$ cat src/hw/sbis_regs.vh
// Purpose: Named constants for the servo brake interlock sequencer.
// Assumes: 10 MHz control clock; delays are set in milliseconds, speeds in r/min.
// Notes:   Included by hw/sbis_sequencer.v only.
`ifndef SBIS_REGS_VH
`define SBIS_REGS_VH

// ============================================================
// Timing
`define SBIS_CLK_PERIOD_NS   100
`define SBIS_DELAY_UNIT_NS   1000000
`define SBIS_TICK_CYCLES     (`SBIS_DELAY_UNIT_NS / `SBIS_CLK_PERIOD_NS)

// ============================================================
// Speed limits and codes
`define SBIS_STOP_SPEED_RPM  16'h001E
`define SBIS_WARN_SERVO_ON   8'h95
`define SBIS_WARN_NONE       8'h00

// ============================================================
// Sequencer states
`define SBIS_ST_OFF          2'h0
`define SBIS_ST_ON           2'h1
`define SBIS_ST_STOP_HOLD    2'h2
`define SBIS_ST_RUN_HOLD     2'h3

// ============================================================
// Reset values
`define SBIS_DELAY_RESET     16'h0000
`define SBIS_TICK_RESET      14'h0000
`define SBIS_SELECT_RESET    4'h0

`endif

$ cat src/hw/sbis_sequencer.v
// Purpose: Holding-brake interlock sequencer: servo on/off, alarm stop and brake release timing.
// Assumes: Host commands, speed and alarm inputs come from logic on clk; main power sense is a pin.
// Notes:   Delays count whole milliseconds; speeds are unsigned magnitudes in r/min.
//          One millisecond of delay is TICK_CYCLES clocks.
//          Alarm and power-loss flags stay set until alarmReset.
//          Main power sense passes a two-stage synchroniser.
//
// How it works
// - Stopped servo-off: keep release and power until standstill delay ends.
// - Rotating servo-off: drop release at running delay or at 30 r/min.
// - Running off or alarm: hold-off ends at delay or below release speed.
// - Servo-on only entered at or below 30 r/min; reassert waits for stop.
// - Servo-on request while off, alarm-free and rotating raises warning 95 and is discarded.
// - Brake release output is servo release (servo on or hold-off) OR network request.
// - Brake release is driven onto a selectable general-purpose output.
// - Servo-off dynamic brake mode follows the servo-off stop selection.
// - Alarm dynamic brake mode follows alarm stop selection, alarm timing used.
// - Main power lost while running raises power alarm, alarm timing follows.
// - After alarm reset the servo stays off until a fresh servo-on.
`include "sbis_regs.vh"
`default_nettype none

module sbis_sequencer #(
    parameter integer TICK_CYCLES = `SBIS_TICK_CYCLES,
    parameter integer GP_WIDTH    = 4,
    parameter integer GP_SEL_W    = 2
) (
    // Clock and reset
    input  wire                clk,
    input  wire                reset,
    // Host network commands
    input  wire                servoOnCmd,
    input  wire                networkBrakeRelease,
    input  wire                alarmReset,
    // Drive status
    input  wire [15:0]         motorSpeed,
    input  wire                alarmIn,
    input  wire                mainPowerOk,
    // Configuration
    input  wire [15:0]         standstillBrakeDelay,
    input  wire [15:0]         runningBrakeDelay,
    input  wire [15:0]         brakeReleaseSpeed,
    input  wire [3:0]          servoOffStopSelect,
    input  wire [3:0]          alarmStopSelect,
    input  wire [GP_SEL_W-1:0] brakeOutputSelect,
    input  wire [GP_WIDTH-1:0] generalOutputValue,
    // Drive controls
    output reg                 motorPowerOn,
    output reg                 servoOnState,
    output reg                 brakeReleaseOutput,
    output reg  [GP_WIDTH-1:0] generalOutputs,
    output reg                 dynamicBrakeActive,
    output reg  [3:0]          dynamicBrakeMode,
    // Alarms and warnings
    output reg                 alarmActive,
    output reg                 powerLossAlarm,
    output reg  [7:0]          warningCode,
    output reg                 warningPulse
);

    // ============================================================
    // Helpers
    function atOrBelow;
        input [15:0] speed;
        input [15:0] limit;
        begin
            atOrBelow = (speed <= limit);
        end
    endfunction

    // True in either brake hold-off state.
    function isHold;
        input [1:0] st;
        begin
            isHold = (st == `SBIS_ST_STOP_HOLD) || (st == `SBIS_ST_RUN_HOLD);
        end
    endfunction

    // Tick counter wrap point, cut to the counter width on purpose.
    localparam [31:0] TICK_LAST_FULL = TICK_CYCLES - 1;
    localparam [13:0] TICK_LAST      = TICK_LAST_FULL[13:0];

    // ============================================================
    // Pin synchroniser for main power sense
    // Both stages reset high, so that leaving reset never looks like a power
    // loss. Only the second stage is read by the logic.
    reg powerMeta_reg;
    reg powerSync_reg;

    always @(posedge clk or posedge reset) begin
        if (reset) begin
            powerMeta_reg <= 1'b1;
            powerSync_reg <= 1'b1;
        end else begin
            powerMeta_reg <= mainPowerOk;
            powerSync_reg <= powerMeta_reg;
        end
    end

    // ============================================================
    // State, timer and request tracking
    reg [1:0]  state_reg;
    reg [1:0]  state_next;
    reg [15:0] delayCnt_reg;
    reg [15:0] delayCnt_next;
    reg [13:0] tickCnt_reg;
    reg [13:0] tickCnt_next;
    reg        cmdPrev_reg;
    reg        pendingOn_reg;
    reg        pendingOn_next;
    reg        alarmMode_reg;
    reg        alarmMode_next;
    reg        alarm_next;
    reg        powerAlarm_next;
    reg        warn_next;
    reg        restart;

    // A servo-on request is the rising edge of the host level. cmdPrev resets
    // low, so a command already high when reset ends counts as a new request.
    // Power loss only raises an alarm while the motor is excited and turning.
    wire stopped      = atOrBelow(motorSpeed, `SBIS_STOP_SPEED_RPM);
    wire belowRelease = atOrBelow(motorSpeed, brakeReleaseSpeed);
    wire onEdge       = servoOnCmd & ~cmdPrev_reg;
    wire powerLost    = ~powerSync_reg & motorPowerOn & ~stopped;
    wire alarmEvent   = alarmIn | powerLost;
    wire delayDone    = (delayCnt_reg == `SBIS_DELAY_RESET);
    wire inHold       = isHold(state_reg);

    // ============================================================
    // Sequencer next state
    always @* begin
        state_next      = state_reg;
        pendingOn_next  = pendingOn_reg;
        alarmMode_next  = alarmMode_reg;
        restart         = 1'b0;
        warn_next       = 1'b0;
        // Both flags are sticky; a new event wins over a reset in the same cycle.
        // Power loss alarm
        powerAlarm_next = powerLost | (powerLossAlarm & ~alarmReset);
        alarm_next      = alarmEvent | (alarmActive & ~alarmReset);

        case (state_reg)
            `SBIS_ST_OFF: begin
                // While an alarm is latched the servo stays off until a fresh edge.
                alarmMode_next = alarm_next;
                if (alarm_next) begin
                    pendingOn_next = 1'b0;
                end else if (onEdge && !stopped) begin
                    warn_next      = 1'b1;
                    pendingOn_next = 1'b0;
                end else if ((onEdge || pendingOn_reg) && servoOnCmd && stopped) begin
                    state_next     = `SBIS_ST_ON;
                    pendingOn_next = 1'b0;
                end else if (!servoOnCmd) begin
                    pendingOn_next = 1'b0;
                end
            end
            `SBIS_ST_ON: begin
                if (alarmEvent) begin
                    state_next     = `SBIS_ST_RUN_HOLD;
                    alarmMode_next = 1'b1;
                    restart        = 1'b1;
                end else if (!servoOnCmd) begin
                    // Servo-off picks standstill or running timing from this cycle's speed.
                    alarmMode_next = 1'b0;
                    restart        = 1'b1;
                    state_next     = stopped ? `SBIS_ST_STOP_HOLD : `SBIS_ST_RUN_HOLD;
                end
            end
            `SBIS_ST_STOP_HOLD: begin
                // An alarm during a standstill hold switches to running alarm timing.
                if (alarmEvent) begin
                    state_next     = `SBIS_ST_RUN_HOLD;
                    alarmMode_next = 1'b1;
                    restart        = 1'b1;
                end else if (delayDone) begin
                    state_next = `SBIS_ST_OFF;
                end
            end
            default: begin
                // A first alarm during a running servo-off hold restarts with alarm timing.
                if (alarmEvent && !alarmMode_reg) begin
                    alarmMode_next = 1'b1;
                    restart        = 1'b1;
                end else if (delayDone || stopped || belowRelease) begin
                    state_next = `SBIS_ST_OFF;
                end
            end
        endcase

        // A servo-on edge during a hold is remembered and acted on once the hold
        // has ended at standstill, provided the host still asks for servo on.
        // Dropping the command or any alarm forgets it.
        // Reassert during hold waits
        if (inHold && onEdge && !alarm_next) begin
            pendingOn_next = 1'b1;
        end
        if (inHold && (!servoOnCmd || alarm_next)) begin
            pendingOn_next = 1'b0;
        end

    end

    // ============================================================
    // Brake delay timer
    // The timer counts milliseconds of TICK_CYCLES clocks each. It is reloaded
    // at every hold entry, so a new alarm in a servo-off hold gets the full
    // running delay rather than what was left of the servo-off delay.
    always @* begin
        tickCnt_next  = tickCnt_reg;
        delayCnt_next = delayCnt_reg;
        if (restart) begin
            tickCnt_next  = `SBIS_TICK_RESET;
            delayCnt_next = (state_next == `SBIS_ST_STOP_HOLD) ? standstillBrakeDelay : runningBrakeDelay;
        end else if (inHold && !delayDone) begin
            if (tickCnt_reg == TICK_LAST) begin
                tickCnt_next  = `SBIS_TICK_RESET;
                delayCnt_next = delayCnt_reg - 16'h0001;
            end else begin
                tickCnt_next = tickCnt_reg + 14'h0001;
            end
        end
    end

    // ============================================================
    // Registered outputs
    reg servoRelease_next;
    reg powerOn_next;
    reg releaseOut_next;
    reg [GP_WIDTH-1:0] gp_next;

    always @* begin
        // Release and power stay up through the hold-off period.
        powerOn_next      = (state_next == `SBIS_ST_ON) || isHold(state_next);
        servoRelease_next = powerOn_next;
        releaseOut_next   = servoRelease_next | networkBrakeRelease;
        // The brake bit overrides the chosen general output; the others pass through.
        // Drive onto general output
        gp_next                    = generalOutputValue;
        gp_next[brakeOutputSelect] = releaseOut_next;
    end

    // ============================================================
    // Output flip-flops
    // Every output is a flip-flop fed from the next state, so the outputs
    // change together on the edge that moves the sequencer.
    always @(posedge clk or posedge reset) begin
        if (reset) begin
            state_reg          <= `SBIS_ST_OFF;
            delayCnt_reg       <= `SBIS_DELAY_RESET;
            tickCnt_reg        <= `SBIS_TICK_RESET;
            cmdPrev_reg        <= 1'b0;
            pendingOn_reg      <= 1'b0;
            alarmMode_reg      <= 1'b0;
            motorPowerOn       <= 1'b0;
            servoOnState       <= 1'b0;
            brakeReleaseOutput <= 1'b0;
            generalOutputs     <= {GP_WIDTH{1'b0}};
            dynamicBrakeActive <= 1'b0;
            dynamicBrakeMode   <= `SBIS_SELECT_RESET;
            alarmActive        <= 1'b0;
            powerLossAlarm     <= 1'b0;
            warningCode        <= `SBIS_WARN_NONE;
            warningPulse       <= 1'b0;
        end else begin
            state_reg          <= state_next;
            delayCnt_reg       <= delayCnt_next;
            tickCnt_reg        <= tickCnt_next;
            cmdPrev_reg        <= servoOnCmd;
            pendingOn_reg      <= pendingOn_next;
            alarmMode_reg      <= alarmMode_next;
            motorPowerOn       <= powerOn_next;
            servoOnState       <= (state_next == `SBIS_ST_ON);
            brakeReleaseOutput <= releaseOut_next;
            generalOutputs     <= gp_next;
            // Dynamic brake is armed whenever the servo is not on; its mode is
            // alarmStopSelect under alarm timing or a latched alarm, otherwise servoOffStopSelect.
            dynamicBrakeActive <= (state_next != `SBIS_ST_ON);
            dynamicBrakeMode   <= alarmMode_next ? alarmStopSelect : servoOffStopSelect;
            alarmActive        <= alarm_next;
            powerLossAlarm     <= powerAlarm_next;
            warningPulse       <= warn_next;
            // The code holds its last value; only the pulse marks a new warning.
            if (warn_next) begin
                warningCode <= `SBIS_WARN_SERVO_ON;
            end
        end
    end

endmodule

`default_nettype wire

$ cat config.mk
export PLATFORM = sky130hd
export DESIGN_NAME = sbis_sequencer
export DESIGN_NICKNAME = d
export VERILOG_FILES = /design/src/hw/sbis_sequencer.v
export VERILOG_INCLUDE_DIRS = /design/src /design/src/hw
export SDC_FILE = /design/constraint.sdc
export NUM_CORES = 1
export LEC_CHECK = 0
export BUFFER_PORTS_ARGS = -buffer_cell sky130_fd_sc_hd__buf_4
export CAP_MARGIN = 20
export CORE_AREA = 8 8 101 103
export CTS_BUF_LIST = sky130_fd_sc_hd__clkbuf_4 sky130_fd_sc_hd__clkbuf_8
export CTS_CLUSTER_DIAMETER = 200
export DETAILED_ROUTE_END_ITERATION = 16
export DIE_AREA = 0 0 109 111
export PLACE_DENSITY = 0.65
export SYNTH_ARGS = -nofsm -noshare
export SYNTH_HDL_FRONTEND = slang
export SYNTH_SLANG_ARGS = --single-unit
$ cat constraint.sdc
create_clock -name clk -period 3.1 [get_ports clk]
set_input_delay 0.31 -clock clk [delete_from_list [all_inputs] [get_ports clk]]
set_output_delay 0.31 -clock clk [all_outputs]
set_load 0.005 [all_outputs]
==> metrics.txt, run 1 <==
status=finished clean; Detail Route Antenna Nets=0; final wirelength=roughly 9100 um; Clock transition at path regs=about 0.10 ns; layout cells sized above 1=32.3%; Final nets=575; initial core utilization=40.1%; Final Skew=0.0147 ns; routability cong.=0.847; Netlist Area Pre-Place=approximately 0.0034 mm^2; Tot GR Track Use=15.2%; Crit path required time=about 3.4 ns; Final min period=roughly 2.8 ns; HP Class=input pin to flop; sequential share of the synthesized area=between 30% and 40%; maximum VDD drop=around 0.00031 V; DP HPWL=between 7000 and 8000 um; final setup vio count=0; Finished Core Util=about 51%; RSZ-0062 raised after global routing=false; Setup Fix Bufs, Post-CTS=0; Setup CP Type=flop to flop; crit path capture=delayCnt_reg[4]$_DFFE_PP0P_; Area growth, synth to finish=28.4%; FF-to-FF Start=delayCnt_reg[0]$_DFFE_PP0P_; reg-to-reg endpoint=delayCnt_reg[4]$_DFFE_PP0P_; Setup WS post-layout=approximately 0.32 ns; Synth Instances=roughly 370; Antenna Diode Count=0; Critical Path End Type=flop; Synth top area share=around 37%; Slew HR=around half; Die W=between 100 and 150 um; crit path from=delayCnt_reg[0]$_DFFE_PP0P_; Hold Vio Cnt, Final=0; total power=slightly above 3 mW; most common library cells after synthesis=51 x dfrtp_1, 29 x a21oi_1, 29 x inv_1, 29 x nor2_1, 19 x nand2_1; full die area=between 0.01 and 0.015 mm^2; Pins Over Slew Limit=0; static leakage power=between 2 and 2.5 nW; largest net degree at the start of global routing=35; setup TNS=0 ns; # hold bufs at CTS=0; max FFs per register=16; vias in the first global route=roughly 3,200; H-tree depth=2; TritonRoute pass-1 iters=4; Fillers=822; drt wl/cell=between 15 and 20 um; Post-route DRC=0; Die Y=roughly 110 um; Reg2Reg Setup Slack=0.32 ns; CTS tree=built; Post-CTS Resized=0; Pwr Density=roughly 690 mW/mm^2; pre-CTS setup slack=between 0.3 and 0.4 ns; Max-cap violations=0; Yosys reg bits=53; top-count cell post-synth=dfrtp_1; most area-hungry cell type in the Yosys netlist=dfrtp_1; initial drt markers=112; initial antenna violation count=0; synthesized area per cell=around 9.3 um^2; Peak Freq=~360 MHz; routed vias/inst=approximately 5.2; worst reg-to-reg path cell count=10; clock buffer depth=2; Num CTS Buffers=5; Primary FF master, synth=dfrtp_1; Sink Count=53; first-pass GRT wire length=roughly 15,000 um; Synth cell types=65; worst slew pin tran=0.723 ns; Critical Path Source Type=flop; EDFF count, synth=0; Core Box Area=between 0.008 and 0.009 mm^2; # IOs=~110; total grt overflow=0; largest cells by area after synthesis=dfrtp_1 37%, ha_1 6.6%, a21oi_1 4.2%; WP data arrival=between 3 and 4 ns; asr flop ratio synth=100%; clock latency on the worst-skew pair=about 0.31 ns; num rows=34; Tcrit/Tclk final=between 80% and 90%; largest fanout on the critical path=7; Yosys warning count=0; via count=roughly 3,000; PortBufs=between 100 and 150; Clock Root Buffer=clkbuf_8
[per-layer routing]
| metal | routed length, um | vias up | part of all wire, % | global-route usage (%) |
|---|---|---|---|---|
| met5 | 0 | - | 0 | 0 |
| met4 | 74 | 0 | 0.82 | 3.01 |
| met3 | 597 | 7 | 6.6 | 3.14 |
| met2 | 4440 | 72 | 49 | 25.6 |
| met1 | 3960 | 1419 | 44 | 19.4 |
| li1 | - | 1535 | - | - |
[stage by stage]
step | cell area (um^2) | hold slack, ns | cells
2_1_floorplan | 3440 | 0.314 | 371
3_3_place_gp | 4310 | 0.355 | 573
3_5_place_dp | 4310 | 0.354 | 573
4_1_cts | 4400 | 0.0967 | 581
5_1_grt | 4400 | 0.0826 | 581
6_report | 4400 | 0.104 | 581
[layout make-up]
type	count	area [um^2]	share of cell area, %
Timing Repair Buffer	112	841	19.1
Inverter	30	115	2.61
Multi-Input combinational cell	270	1890	43.0
Tap cell	108	135	3.07
Clock buffer	6	76.3	1.73
Sequential cell	53	1330	30.2
Clock inverter	2	15.0	0.341
[where the power goes]
group | total, mW | switching, mW | internal (mW) | leakage (nW)
Sequential | 1.08 | 0.194 | 0.885 | 0.640
Combinational | 1.54 | 0.820 | 0.722 | 1.34
Clock | 0.401 | 0.232 | 0.168 | 0.0408
[how the worst min path moves through the flow]
stage                                 start  depth (start not counted)                 endpoint
floorplan                       mainPowerOk                          0  powerMeta_reg$_DFF_PP1_
global placement    powerMeta_reg$_DFF_PP1_                          0  powerSync_reg$_DFF_PP1_
detailed placement  powerMeta_reg$_DFF_PP1_                          0  powerSync_reg$_DFF_PP1_
CTS                             mainPowerOk                          1  powerMeta_reg$_DFF_PP1_
global route                    mainPowerOk                          1  powerMeta_reg$_DFF_PP1_
finish                          mainPowerOk                          1  powerMeta_reg$_DFF_PP1_
[cells in the final DEF, fill, tap and decap left out, drive strengths merged, types with 2 or more instances in the layout]
master,netlist,routed
o31ai,2,2
clkinvlp,0,2
dfrtp,51,51
xor2,10,10
nand2b,3,3
xnor2,6,6
or4b,2,2
a21oi,29,29
nor2b,9,9
nand2,20,20
mux2,5,5
a221oi,4,4
inv,30,30
a221o,4,4
nor4b,2,2
clkbuf,8,6
dfstp,2,2
nand3,10,10
or3,8,8
a21o,3,3
and3,7,7
nor3b,2,2
or4,8,8
buf,10,112
nand4,5,5
conb,1,4
nor3,16,16
o211ai,4,4
o21ai,15,15
nor4,10,10
o21bai,2,2
nor2,29,29
a31oi,4,4
ha,18,18
mux2i,11,11
a2bb2oi,2,2
[critical path, cell delays in order (launching register included)]
cell	delay, ns
dfrtp_1	0.42
inv_1	0.07
ha_1	0.16
or3b_2	0.51
or4_4	0.47
o21ai_4	0.24
or4_4	0.18
o211a_4	0.17
inv_4	0.05
nor3_4	0.24
a221o_1	0.21
[kinds of logic (layout without fill, tap and decap cells)]
kind of cell	count (synthesis)	after routing	synth area share (%)
AND/OR/NAND/NOR	135	135	23.0
AO/OA/AOI/OAI	81	81	16.2
flip-flops	53	53	38.7
buffers and inverters	48	150	6.42
adder cells (fa/ha/maj)	18	18	6.57
XOR/XNOR	16	16	4.09
multiplexers	16	16	4.85
other	1	4	0.109
Power figures use the tool's default switching activity.
==> run 2: changes to the inputs <==
--- a/config.mk
+++ b/config.mk
@@ -6,14 +6,14 @@
 export SDC_FILE = /design/constraint.sdc
 export NUM_CORES = 1
 export LEC_CHECK = 0
+export ABC_AREA = 1
 export BUFFER_PORTS_ARGS = -buffer_cell sky130_fd_sc_hd__buf_4
 export CAP_MARGIN = 20
-export CORE_AREA = 8 8 101 103
+export CORE_AREA = 8 8 106 108
 export CTS_BUF_LIST = sky130_fd_sc_hd__clkbuf_4 sky130_fd_sc_hd__clkbuf_8
 export CTS_CLUSTER_DIAMETER = 200
 export DETAILED_ROUTE_END_ITERATION = 16
-export DIE_AREA = 0 0 109 111
-export PLACE_DENSITY = 0.65
+export DIE_AREA = 0 0 114 116
 export SYNTH_ARGS = -nofsm -noshare
 export SYNTH_HDL_FRONTEND = slang
 export SYNTH_SLANG_ARGS = --single-unit
==> metrics.txt, run 2 <==
Primary FF master, synth=dfrtp_1; DP HPWL=7540 um (+2.3%); storage element area=0.00133 mm^2 (unchanged); Comb power frac=54.5% (+3.5 points); num rows=36 (+5.9%); Sink Count=53 (unchanged); Synth top area share=33.5% (-3.7 points); TritonRoute pass-1 iters=4 (unchanged); initial antenna violation count=0 (unchanged); Peak Freq=421 MHz (+17%); Yosys warning count=0 (unchanged); Post-CTS Resized=0 (unchanged); Final nets=732 (+27%); total grt overflow=0 (unchanged); sequential share of power=29.5% (-6.2 points); max FFs per register=16 (unchanged); vias in the first global route=3,528 (+11%); Die W=114 um (+4.6%); Hold Vio Cnt, Final=0 (unchanged); via count=3,569 (+18%); Yosys reg bits=53 (unchanged); Setup Fix Bufs, Post-CTS=0 (unchanged); final wirelength=9420 um (+3.8%); first-pass GRT wire length=16,000 um (+4.4%); maximum VDD drop=0.000345 V (+12%); Core Box Area=0.00955 mm^2 (+12%); setup TNS=0 ns (unchanged); asr flop ratio synth=100% (unchanged); Synth cell types=38 (-42%); clock latency on the worst-skew pair=0.32 ns (about the same); # IOs=108 (unchanged); Area growth, synth to finish=25.6%; H-tree depth=2 (unchanged); Pwr Density=749 mW/mm^2 (+9.1%); Crit path required time=3.29 ns (-0.06 ns); largest fanout on the critical path=24 (+17); most common library cells after synthesis=102 x nand2_1, 88 x inv_1, 68 x nor2_1, 51 x dfrtp_1, 46 x a21oi_1; most common cell after layout, fill and taps aside=buf_4; Critical Path End Type=flop; drt wl/cell=12.3 um (-21%); HP Class=input pin to flop; Final min period=2.38 ns (-0.405 ns); commonest non-fill, non-tap cells in the layout=107 x buf_4, 102 x nand2_1, 87 x inv_1; layout cells sized above 1=24.8% (-7.6 points); Switch Pwr=1.64 mW (+32%); Fillers=975 (+19%); WP data arrival=2.57 ns (-0.46 ns); RSZ-0062 raised after global routing=false; Netlist Area Pre-Place=0.00381 mm^2 (+11%); Slew HR=59.4% (+7.7 points); # hold bufs at CTS=1 (+1); Clock Root Buffer=clkbuf_8; Num CTS Buffers=5 (unchanged); CTS tree=built; routability cong.=0.836 (-1.4%); Detail Route Antenna Nets=0 (unchanged); top-count cell post-synth=nand2_1; Critical Path Source Type=flop; clock buffer depth=2 (unchanged); Antenna Diode Count=0 (unchanged); synthesized area per cell=7.18 um^2 (-23%); final setup vio count=0 (unchanged); finished layout cell area=0.00478 mm^2 (+8.6%); sequential share of the synthesized area=34.9% (-3.8 points); status=finished clean; full die area=0.0132 mm^2 (+9.3%); static leakage power=2.52 nW (+24%); sw frac=45.8% (+4.6 points); Pint=1.94 mW (+9.2%); Clock transition at path regs=0.10 ns (about the same); Setup CP Type=flop to flop; Post-DP Area=0.00463 mm^2 (+7.4%); Tot GR Track Use=14.5% (-0.70 points); Clock Power Share=16.0% (+2.7 points); Synth Instances=530 (+44%); Final Skew=0.00634 ns (-0.00838 ns); initial drt markers=183 (+63%); routed vias/inst=4.68 (-10%); initial core utilization=39.9% (-0.25 points); Tcrit/Tclk final=76.7% (-13 points); Pins Over Slew Limit=0 (unchanged); Max-cap violations=0 (unchanged); worst slew pin tran=0.609 ns (-0.115 ns); largest cells by area after synthesis=dfrtp_1 34%, nand2_1 10%, inv_1 8.7%; largest net degree at the start of global routing=34 (-2.9%); most area-hungry cell type in the Yosys netlist=dfrtp_1; Die Y=116 um (+4.5%); Multi-input gate area=0.00197 mm^2 (+4.1%); PortBufs=103 (unchanged); Post-route DRC=0 (unchanged); Finished Core Util=50.1% (-1.4 points); EDFF count, synth=0 (unchanged)
[run 2: metrics by stage]
step | worst slack, ns | total power [mW] | hold slack (ns) | cells
finish | 0.723 | 3.58 | 0.0910 | 763
global route | 0.449 | 3.92 | 0.0713 | 763
CTS | 0.678 | 3.61 | 0.0788 | 763
detailed placement | 0.601 | 3.03 | 0.349 | 754
global placement | 0.651 | 2.99 | 0.348 | 754
floorplan | 1.21 | 2.62 | 0.314 | 533
[run 2: final timing paths]
kind	from	to	slack, ns	depth (start not counted)
max	motorPowerOn$_DFF_PP0_	tickCnt_reg[4]$_DFFE_PP0P_	0.72	9
min	mainPowerOk	powerMeta_reg$_DFF_PP1_	0.09	1
max reg2reg	motorPowerOn$_DFF_PP0_	tickCnt_reg[4]$_DFFE_PP0P_	0.72	9
min reg2reg	powerMeta_reg$_DFF_PP1_	powerSync_reg$_DFF_PP1_	0.36	0
max in group asynchronous	reset	tickCnt_reg[5]$_DFFE_PP0P_	1.73	4
min in group asynchronous	reset	warningCode[0]$_DFFE_PP0P_	0.57	3
[run 2: layer usage]
metal,track usage (%),vias up,routed length (um),part of all wire (%)
li1,-,1872,-,-
met1,17.8,1614,4330,46
met2,24.6,78,4400,47
met3,4.27,5,614,6.5
met4,3.19,0,73,0.78
met5,0,-,0,0
[run 2: cell families (layout without fill, tap and decap cells)]
group / count (synthesis) / in the layout / synth area share [%]
other: 1 / 4 / 0.0985
and+or+nand+nor: 256 / 256 / 31.8
AOI/OAI and AO/OA: 75 / 75 / 11.1
xor gates and xnor gates: 11 / 11 / 2.53
DFF: 53 / 53 / 34.9
buffers and inverters: 116 / 213 / 13.6
adders and majority gates: 18 / 18 / 5.92
[run 2: layout make-up]
type,instances,area share [%]
clock inverters,3,1.44
flip-flops and latches,53,27.8
clock buffers,5,1.44
multi-input cells,364,41.2
well taps,133,3.48
inverters,97,7.62
repair buffers,108,17.0
[run 2: worst max-delay path: stages, from the launching register on]
cell	delay, ns
dfrtp_1	0.36
inv_1	0.04
nor2_1	0.27
a21oi_2	0.12
o21ai_1	0.21
nand2_1	0.32
inv_2	0.44
a21oi_1	0.10
nand2_1	0.26
o22ai_1	0.11
[run 2: power groups by stage]
stage	logic (mW)	registers, mW	clock network [mW]
global route	2.23	1.08	0.608
CTS	1.96	1.06	0.592
detailed placement	1.96	1.07	0
finish	1.95	1.06	0.571
floorplan	1.57	1.04	0
global placement	1.93	1.06	0
==> run 3: changes to the inputs <==
==> constraint.sdc (replaced) <==
create_clock -name clk -period 2.2 [get_ports clk]
set_input_delay 0.22 -clock clk [delete_from_list [all_inputs] [get_ports clk]]
set_output_delay 0.22 -clock clk [all_outputs]
set_load 0.005 [all_outputs]
==> metrics.txt, run 3 (synthesis gave the netlist of run 2 again) <==
crit path from=delayCnt_reg[0]$_DFFE_PP0P_; CTS tree=built; Fillers=981 (+0.62%); Hold Path End=cmdPrev_reg$_DFF_PP0_; WP data arrival=2.26 ns (-0.31 ns); first-pass GRT wire length=16,200 um (+1.4%); DR WL met3=676 um (+10%); Multi-input gate area=0.00205 mm^2 (+4.0%); Setup CP Type=flop to flop; status=finished clean; max FFs per register=16 (unchanged); via count=3,639 (+2.0%); Critical Path Source Type=flop; Max-cap violations=0 (unchanged); largest net degree at the start of global routing=28 (-18%); Slew HR=57.9% (-1.5 points); Pwr Density=1090 mW/mm^2 (+45%); CP max stage cell=dfrtp_1; Antenna Diode Count=0 (unchanged); Fin Hold WS=0.0261 ns (-0.0649 ns); highest routed layer=met4; Hold Vio Cnt, Final=0 (unchanged); total grt overflow=0 (unchanged); Critical Path End Type=flop; worst reg-to-reg path cell count=14 (+5); Clock Root Buffer=clkbuf_8; hold depth=1 (unchanged); M1 WL=4340 um (+0.12%); RSZ-0062 raised after global routing=false; initial core utilization=39.9% (unchanged); Tcrit/Tclk final=91.4% (+15 points); Worst Hold Launch=servoOnCmd; Clock transition at path regs=0.10 ns (about the same); maximum VDD drop=0.000447 V (+30%); drt wl/cell=12.6 um (+2.1%); crit-path cells=inv_2, ha_4, nand3_2, nor2_4, nand2_2, inv_2, a21oi_1, nand3_1, nand2_2, nand2_4, nand3_4, nand2_1, nand3_1, a21oi_1; clock latency on the worst-skew pair=0.32 ns (about the same); initial antenna violation count=0 (unchanged); Core Box Area=0.00955 mm^2 (unchanged); critical path's largest stage delay=0.40 ns (-0.04 ns); reg-to-reg endpoint=delayCnt_reg[15]$_DFFE_PP0P_; PortBufs=103 (unchanged); Reg2Reg Setup Slack=0.19 ns (-0.53 ns); layout cells sized above 1=27.5% (+2.8 points); Post-route DRC=0 (unchanged); Crit path required time=2.45 ns (-0.84 ns); Final nets=741 (+1.2%); vias in the first global route=3,632 (+2.9%); static leakage power=2.58 nW (+2.6%); TritonRoute pass-1 iters=5 (+1); metal2 WL=4640 um (+5.5%); Worst path top cell family by delay=simple AND/OR/NAND/NOR gates; Area growth, synth to finish=29.9%; Final Skew=0.00888 ns (+0.00254 ns); Num CTS Buffers=5 (unchanged); final wirelength=9730 um (+3.3%); full die area=0.0132 mm^2 (unchanged); DP HPWL=7650 um (+1.6%); Die Y=116 um (unchanged); most common cell after layout, fill and taps aside=buf_4; initial drt markers=189 (+3.3%); final setup vio count=0 (unchanged); Final min period=2.01 ns (-0.367 ns); Sink Count=53 (unchanged); setup TNS=0 ns (unchanged); storage element area=0.00133 mm^2 (unchanged); Tot GR Track Use=14.8% (+0.30 points); HP Class=input pin to flop; FF-to-FF Start=delayCnt_reg[0]$_DFFE_PP0P_; routability cong.=0.818 (-2.0%); H-tree depth=2 (unchanged); Detail Route Antenna Nets=0 (unchanged); Pins Over Slew Limit=0 (unchanged); # IOs=108 (unchanged); Peak Freq=498 MHz (+18%); Die W=114 um (unchanged); worst slew pin tran=0.630 ns (+0.0214 ns); num rows=36 (unchanged); largest fanout on the critical path=8 (-67%); clock buffer depth=2 (unchanged); routed vias/inst=4.71 (+0.77%); CP Buf/Inv Count=2 (unchanged); commonest non-fill, non-tap cells in the layout=110 x buf_4, 100 x nand2_1, 85 x inv_1
-- run 3: worst reg2reg max path, cell delays in order, from the launching register on --
cell	delay (ns)
dfrtp_1	0.40
inv_2	0.10
ha_4	0.15
nand3_2	0.11
nor2_4	0.12
nand2_2	0.07
inv_2	0.08
a21oi_1	0.07
nand3_1	0.11
nand2_2	0.10
nand2_4	0.15
nand3_4	0.13
nand2_1	0.09
nand3_1	0.12
a21oi_1	0.15
-- run 3: final cells by class --
cell class | instances | share of cell area [%]
multi-input combinational | 365 | 41.4
sequential | 53 | 26.9
timing repair buffer | 116 | 18.6
inverter | 97 | 7.37
tap | 133 | 3.37
clock buffer | 6 | 1.54
clock inverter | 2 | 0.785
-- run 3: where the power goes --
group	internal, mW	total (mW)	switching [mW]
clock network	0.355	0.693	0.338
registers	1.26	1.50	0.236
logic	1.26	3.19	1.93
-- run 3: how the worst max path moves through the flow --
stage	to	depth (start not counted)
floorplan	delayCnt_reg[9]$_DFFE_PP0P_	15
global placement	delayCnt_reg[6]$_DFFE_PP0P_	14
detailed placement	delayCnt_reg[6]$_DFFE_PP0P_	14
CTS	delayCnt_reg[8]$_DFFE_PP0P_	14
global route	delayCnt_reg[15]$_DFFE_PP0P_	14
finish	delayCnt_reg[15]$_DFFE_PP0P_	14
-- run 3: through the flow --
step                      power (mW)  worst slack (ns)  instance area [um^2]  utilization [%]  instances
after CTS                       5.14            0.0826                  4820             50.4        769
after global placement          4.36             0.150                  4680             49.0        759
final                           5.38             0.190                  4940             51.8        772
after global routing            5.85           0.00604                  4940             51.8        772
after detailed placement        4.43            0.0863                  4680             49.0        759
after floorplan                 3.69             0.306                  3820                -        533
-- run 3: routing by layer --
metal / track usage, % / up-vias
met5: 0 / -
met4: 3.46 / 0
met3: 4.43 / 7
met2: 24.9 / 83
met1: 18.3 / 1653
li1: - / 1896
-- run 3: timing repair --
action                                 in CTS  in global routing
endpoints found under the hold margin       5                  0
setup endpoints to repair                   0                 20
hold buffers                                2                  0
buffers inserted                            0                  1
gates resized for setup                     0                 20
